===== src/design/plc_consts.svh =====
// Purpose: Named constants for the port link control register block
// Assumes: Included by its bare name from the package and the top module
// Notes:   Offsets, field positions, reset values and ordered-set counts
`ifndef PLC_CONSTS_SVH
`define PLC_CONSTS_SVH

// Register location in configuration space
`define PLC_CFG_ADDR_W      12
`define PLC_LNK_CTRL_OFS    12'h07C

// Field positions
`define PLC_BIT_EXT_SYNC    7
`define PLC_BIT_SHARED_CLK  6
`define PLC_BIT_RETRAIN     5
`define PLC_BIT_LINK_OFF    4
`define PLC_BIT_CPL_BOUND   3
`define PLC_ASPM_HI         1
`define PLC_ASPM_LO         0

// Reset and hardwired values
`define PLC_RST_BIT         1'h0
`define PLC_RST_ASPM        2'h0
`define PLC_CPL_BOUND_64B   1'h0
`define PLC_RSVD_BIT        1'h0
`define PLC_RSVD_BYTE       8'h00
`define PLC_ZERO_WORD       16'h0000

// Extended synchronisation ordered-set counts
`define PLC_CNT_W           13
`define PLC_EXT_FTS_CNT     13'h1000
`define PLC_EXT_TS1_CNT     13'h0400

// Software wait after link disable, in microseconds
`define PLC_LINK_OFF_WAIT_US 2000

`endif


===== src/design/plc_pkg.sv =====
// Purpose: Types shared by the port link control register block
// Assumes: plc_consts.svh supplies the numeric constants
// Notes:   Control fields travel as one packed struct
`include "plc_consts.svh"

package plc_pkg;

   // Active-state power management encodings
   typedef enum logic [1:0] {
      PLC_ASPM_OFF  = 2'h0,
      PLC_ASPM_L0S  = 2'h1,
      PLC_ASPM_RSVD = 2'h2,
      PLC_ASPM_BOTH = 2'h3
   } plc_aspm_t;

   // Stored control fields
   typedef struct packed {
      logic      extSync;
      logic      sharedRefclk;
      logic      linkOff;
      plc_aspm_t aspm;
   } plc_ctrl_t;

endpackage


===== src/design/pcie_port_link_control.sv =====
// Purpose: Port link control register and its link-side outputs
// Assumes: Config accesses and LTSSM status are synchronous to core_clk
// Notes:   Read data appears one cycle after the read strobe
// Function
// - With extended sync set, L0s exit uses 4096 FTS sets then one SKP set.
// - With extended sync set, L1 exit uses 1024 TS1 sets; the bit is RW, reset 0.
// - Bit 6 is the RW shared reference clock bit, reset 0, 1 meaning common clock.
// - The shared clock bit selects which L0s and L1 exit latencies are reported.
// - Writing one to bit 5 starts link retraining on the port.
// - Bit 5 always reads as zero.
// - Bit 4 is the RW link disable bit, reset 0, 1 disabling the link.
// - Bit 3 is read-only zero, selecting a 64 byte completion boundary.
// - Bits 1:0 are the RW active power management field, reset 00.
// - The power management field is stored and driven out on aspmCtrl; it steers nothing else.
// - Training in progress reads one while a retrain is pending or in Config/Recovery.
`timescale 1ns/100ps

module pcie_port_link_control
   import plc_pkg::*;
#(
   parameter logic [`PLC_CNT_W-1:0] NORM_FTS_CNT  = 13'h0010,
   parameter logic [`PLC_CNT_W-1:0] NORM_TS1_CNT  = 13'h0010,
   parameter logic [2:0]            L0S_LAT_ASYNC = 3'h7,
   parameter logic [2:0]            L0S_LAT_COMMON = 3'h7,
   parameter logic [2:0]            L1_LAT_ASYNC  = 3'h7,
   parameter logic [2:0]            L1_LAT_COMMON = 3'h7
) (
   input  wire logic                       core_clk,
   input  wire logic                       rstn,
   input  wire logic                       cfgWrEn,
   input  wire logic                       cfgRdEn,
   input  wire logic [`PLC_CFG_ADDR_W-1:0] cfgAddr,
   input  wire logic [1:0]                 cfgByteEn,
   input  wire logic [15:0]                cfgWrData,
   output logic      [15:0]                cfgRdData,
   output logic                            cfgRdValid,
   input  wire logic                       ltssmCfgOrRecovery,
   output logic                            retrainReq,
   output logic                            trainingInProgress,
   output logic                            linkOff,
   output logic      [`PLC_CNT_W-1:0]      l0sExitFtsCount,
   output logic                            l0sExitSkpAfterFts,
   output logic      [`PLC_CNT_W-1:0]      l1ExitTs1Count,
   output logic      [2:0]                 l0sExitLatency,
   output logic      [2:0]                 l1ExitLatency,
   output logic      [1:0]                 aspmCtrl
);

   logic      rstnMeta;
   logic      rstnQ;
   plc_ctrl_t ctrl;
   plc_ctrl_t next_ctrl;
   logic      retrainPending;
   logic      next_retrainPending;
   logic [15:0] next_rdData;
   wire       addrHit  = (cfgAddr == `PLC_LNK_CTRL_OFS);
   wire       wrLow    = cfgWrEn && addrHit && cfgByteEn[0];
   wire       retrainWr = wrLow && cfgWrData[`PLC_BIT_RETRAIN];
   wire [15:0] regView;

   // Reset release through two flops
   always_ff @(posedge core_clk or negedge rstn) begin
      if (!rstn) begin
         rstnMeta <= 1'b0;
         rstnQ    <= 1'b0;
      end else begin
         rstnMeta <= 1'b1;
         rstnQ    <= rstnMeta;
      end
   end

   // Write decode of stored fields; high byte is reserved
   // stored fields
   assign next_ctrl.extSync      = wrLow ? cfgWrData[`PLC_BIT_EXT_SYNC]   : ctrl.extSync;
   assign next_ctrl.sharedRefclk = wrLow ? cfgWrData[`PLC_BIT_SHARED_CLK] : ctrl.sharedRefclk;
   assign next_ctrl.linkOff      = wrLow ? cfgWrData[`PLC_BIT_LINK_OFF]   : ctrl.linkOff;
   assign next_ctrl.aspm         = wrLow ?
                                   plc_aspm_t'(cfgWrData[`PLC_ASPM_HI:`PLC_ASPM_LO]) :
                                   ctrl.aspm;

   // pending retrain, set wins over clear
   assign next_retrainPending = retrainWr || (retrainPending && !ltssmCfgOrRecovery);

   // Read view: retrain and boundary bits always zero
   // read-only zeros
   assign regView = {`PLC_RSVD_BYTE,
                     ctrl.extSync,
                     ctrl.sharedRefclk,
                     1'b0,
                     ctrl.linkOff,
                     `PLC_CPL_BOUND_64B,
                     `PLC_RSVD_BIT,
                     ctrl.aspm};
   assign next_rdData = addrHit ? regView : `PLC_ZERO_WORD;

   // Control register state
   always_ff @(posedge core_clk or negedge rstnQ) begin
      if (!rstnQ) begin
         ctrl           <= '{`PLC_RST_BIT, `PLC_RST_BIT, `PLC_RST_BIT, PLC_ASPM_OFF};
         retrainPending <= 1'b0;
      end else begin
         ctrl           <= next_ctrl;
         retrainPending <= next_retrainPending;
      end
   end

   // Read answer one cycle after the strobe
   always_ff @(posedge core_clk or negedge rstnQ) begin
      if (!rstnQ) begin
         cfgRdData  <= `PLC_ZERO_WORD;
         cfgRdValid <= 1'b0;
      end else begin
         cfgRdData  <= cfgRdEn ? next_rdData : cfgRdData;
         cfgRdValid <= cfgRdEn;
      end
   end

   // Link-side outputs from stored fields and the retrain write
   always_ff @(posedge core_clk or negedge rstnQ) begin
      if (!rstnQ) begin
         retrainReq         <= 1'b0;
         linkOff            <= 1'b0;
         l0sExitFtsCount    <= NORM_FTS_CNT;
         l0sExitSkpAfterFts <= 1'b0;
         l1ExitTs1Count     <= NORM_TS1_CNT;
         l0sExitLatency     <= L0S_LAT_ASYNC;
         l1ExitLatency      <= L1_LAT_ASYNC;
         aspmCtrl           <= `PLC_RST_ASPM;
      end else begin
         retrainReq         <= retrainWr;
         linkOff            <= ctrl.linkOff;
         l0sExitFtsCount    <= ctrl.extSync ? `PLC_EXT_FTS_CNT : NORM_FTS_CNT;
         l0sExitSkpAfterFts <= ctrl.extSync;
         l1ExitTs1Count     <= ctrl.extSync ? `PLC_EXT_TS1_CNT : NORM_TS1_CNT;
         l0sExitLatency     <= ctrl.sharedRefclk ? L0S_LAT_COMMON : L0S_LAT_ASYNC;
         l1ExitLatency      <= ctrl.sharedRefclk ? L1_LAT_COMMON : L1_LAT_ASYNC;
         aspmCtrl           <= ctrl.aspm;
      end
   end

   // software wait is not enforced here
   assign trainingInProgress = retrainPending || ltssmCfgOrRecovery;
endmodule


===== config.mk =====
export PLATFORM = sky130hd
export DESIGN_NAME = pcie_port_link_control
export DESIGN_NICKNAME = d
export VERILOG_FILES = /design/src/design/plc_pkg.sv /design/src/design/pcie_port_link_control.sv
export VERILOG_INCLUDE_DIRS = /design/src /design/src/design
export SDC_FILE = /design/constraint.sdc
export NUM_CORES = 1
export LEC_CHECK = 0
export BUFFER_PORTS_ARGS = -buffer_cell sky130_fd_sc_hd__buf_2
export CORE_MARGIN = 2
export CORE_UTILIZATION = 30
export CTS_CLUSTER_DIAMETER = 30
export DETAILED_ROUTE_END_ITERATION = 12
export PLACE_DENSITY_LB_ADDON = 0.2
export RECOVER_POWER = 50
export SYNTH_ARGS = -nofsm -noshare
export SYNTH_HDL_FRONTEND = slang
export SYNTH_SLANG_ARGS = --single-unit

===== constraint.sdc =====
create_clock -name core_clk -period 0.8 [get_ports core_clk]
set_input_delay 0.04 -clock core_clk [delete_from_list [all_inputs] [get_ports core_clk]]
set_output_delay 0.04 -clock core_clk [all_outputs]
set_load 0.05 [all_outputs]

==> summary.md <==
| Metric | Value |
|---|---|
| Run status | finished with violations |
| Violations in the final reports | setup timing |
| Number of flops mapped to enable cells by yosys | 0 |
| Number of clock sinks | 20 |
| Core Footprint | 0.003363 sq mm |
| Share of flip-flops with an asynchronous set or reset | 1.000 |
| Number of setup violations in the final report | 21 |
| Antenna viol nets, final | 0 |
| Combinational Power Share | 0.274 |
| Height of the die | 63.40 microns |
| Final clock period utilization by the worst path | 1.400 |
| Timing-limited maximum frequency | 0.8928 GHz |
| Flip-flop and latch count after synthesis | 20 |
| Count of standard-cell rows | 21 |
| Global router's overall resource usage | 0.09156 |
| Final weighted congestion in routability-driven placement | 0.7048 |
| Mapped cell area | 0.001059 sq mm |
| Largest clock skew in the final design | 0.0009120 ns |
| Area enclosed by the die boundary | 0.004020 sq mm |
| Post-DP HPWL | 1.366 mm |
| Class of the tightest hold or removal check | input port to flop |
| Total grt overflow | 0 |
| H-tree depth reported by CTS | 1 |
| Number of global-route vias before repair | 623 |
| Routed vias | 702 |
| Net switching fraction of the power | 0.3542 |
| Post-placement cell area | 0.001167 sq mm |
| Vias per cell | 3.600 |
| Residual DRC | 0 |
| Register-to-Register Setup Slack | 0.01 ns |
| Routed wire per std cell | 9.262 microns |
| Prevailing post-synth register cell | dfrtp_1 |
| Number of detailed-route iterations in the first pass | 3 |
| Count of buffers inserted at the top-level ports | 39 |
| Final cell area excluding filler cells | 0.001455 sq mm |
| Die Span X | 63.40 microns |
| Worst setup SP type | flop |
| Nets | 185 |
| Reported leakage power | 0.7413 nW |
| Post-route worst setup slack | -0.3200 ns |
| Cell chosen for the clock root | clkbuf_4 |
| Maximum clock path buffer count | 2 |
| Portion of total power attributed to the clock network | 0.256 |
| Part of the total power dissipated in sequential elements | 0.470 |
| Maximum number of pins on one net before global-route repair | 19 |
| Max FO, Critical Path | 2 |
| DRC violation total after the first TritonRoute iteration | 29 |
| P_int | 0.001405 W |
| Latest clock arrival within the worst-skew pair | 0.29 ns |
| Total inserted antenna cells | 0 |
| Critical Path Sink Type | output port |
| Power Density | 1495 mW/mm^2 |
| Classification of the worst setup path | flop to output port |
| Syn. warnings | 0 |
| Worst Path Arrival | 1.08 ns |
| Number of buffers created by CTS | 3 |
| Synth-to-layout area growth | 37.47% |
| Number of pins with negative max-slew slack in the final report | 0 |
| Sequential share of the synthesized area | 0.4740 |
| RSZ-0062 raised after global routing | yes |
| Synth unique cells | 16 |
| Number of antenna violations at the first check in global routing | 0 |
| Clock tree from TritonCTS | done |
| Net Sw Power | 0.0007708 W |
| Layout cell share with drive strength beyond 1 | 0.4362 |
| Post-synthesis cell count | 98 |
| Hold violation count in the final report | 0 |
| Number of fill cells | 343 |
| Time the final worst path needs with I/O delays and setup | 1.120 ns |
| IO Count | 90 |
| Most used cells in the layout excluding fill and tap cells | conb_1 (40), buf_2 (19), buf_6 (15) |
| MaxCap Viol Count | 0 |
| Data required, critical path | 0.76 ns |
| Starting density of the core | 0.3147 |
| Maximum ir drop on the vdd rail | 0.0005284 V |
| Global-route wire length before repair | 2.822 mm |
| CTS clock-pin slew for the worst setup and hold paths | 0.10 ns |
| Final total power | 0.002176 W |
| Most common library cell in the layout ignoring fill and taps | conb_1 |
| Aggregate negative setup slack | -2.160 ns |
| Aggregate routed wire length | 1.806 mm |
| Syn Area/Cell | 10.80 sq um |
==> metrics by stage <==
stage / util / worst slack [ns] / instances / hold slack [ns]
2_1_floorplan: - / -0.1445 / 136 / -0.2556
3_3_place_gp: 0.3471 / -0.3446 / 181 / -0.1735
3_5_place_dp: 0.3471 / -0.3807 / 181 / -0.1723
4_1_cts: 0.4204 / -0.3321 / 194 / 0.02372
5_1_grt: 0.4327 / -0.3616 / 195 / 0.02221
6_report: 0.4327 / -0.3200 / 195 / 0.008815
==> sequential cells by signal, summed over array words and instances, names as in the netlist <==
register and count:
rstnMeta 1, ctrl 5, retrainReq 1, l1ExitTs1Count 1, linkOff 1, retrainPending 1, cfgRdData 5, aspmCtrl 2
l0sExitSkpAfterFts 1, rstnQ 1, cfgRdValid 1
==> critical path, cell delays in order (launching register included) <==
cell     delay [ns]
dfrtp_1        0.40
or2_4          0.24
buf_8          0.15
==> worst paths after layout <==
check                                          end            from  cells past startpoint
worst min register to register         aspmCtrl[1]           rstnQ                      1
worst max-delay path            trainingInProgress  retrainPending                      2
worst min-delay path                    retrainReq      cfgAddr[7]                      4
max in group asynchronous        l1ExitTs1Count[4]           rstnQ                      1
min in group asynchronous                 rstnMeta            rstn                      2
worst max register to register             ctrl[4]         ctrl[4]                      1
==> kinds of logic after synthesis <==
| group | count (synthesis) | synth area share |
|---|---|---|
| muxes | 5 | 0.05319 |
| and+or+nand+nor | 15 | 0.1040 |
| AOI/OAI and AO/OA | 6 | 0.03546 |
| other | 2 | 0.007095 |
| buffers and inverters | 50 | 0.3262 |
| DFF | 20 | 0.4740 |
==> what timing repair did <==
action / 4_1_cts / 5_1_grt
hold endpoints to repair: 10 / 0
gates resized for setup: 36 / 7
setup buffers: 0 / 1
gates cloned: 0 / 0
hold buffers: 9 / 0
endpoints found under the setup margin: 21 / 26
pin swaps: 1 / 0
==> power by group through the flow <==
| stage | logic (W) | registers [W] | clock network, W |
|---|---|---|---|
| after floorplan | 0.000583 | 0.00107 | 0 |
| after global placement | 0.000536 | 0.00104 | 0 |
| after detailed placement | 0.000538 | 0.00104 | 0 |
| after CTS | 0.000585 | 0.00102 | 0.000595 |
| after global routing | 0.000625 | 0.00102 | 0.000644 |
| final | 0.000597 | 0.00102 | 0.000557 |
==> cell usage after synthesis (all sizes together), types with 2 or more instances <==
master  number  area, sq um
and4bb       2        25.02
dfrtp       19        475.5
mux2         5        56.30
inv          7        26.28
nand2        6        22.52
nand3        2        10.01
o22ai        6        37.54
conb         2        7.510
buf         43        319.1
==> per-layer routing <==
layer | global-route usage | wire length [microns] | vias to the layer above
met5 | 0 | 0 | -
met4 | 0.04076 | 0 | 0
met3 | 0.01786 | 185 | 0
met2 | 0.1605 | 979 | 47
met1 | 0.1076 | 641 | 321
li1 | - | - | 334
==> area by class of cell <==
cell class	count	area [sq um]	area share
sequential	20	509.2	0.3500
timing repair buffer	52	437.9	0.3009
multi-input combinational	66	387.9	0.2666
tap	46	57.56	0.03955
clock buffer	4	36.28	0.02494
inverter	7	26.28	0.01806
Note: power is estimated with default switching activity, not from simulation.
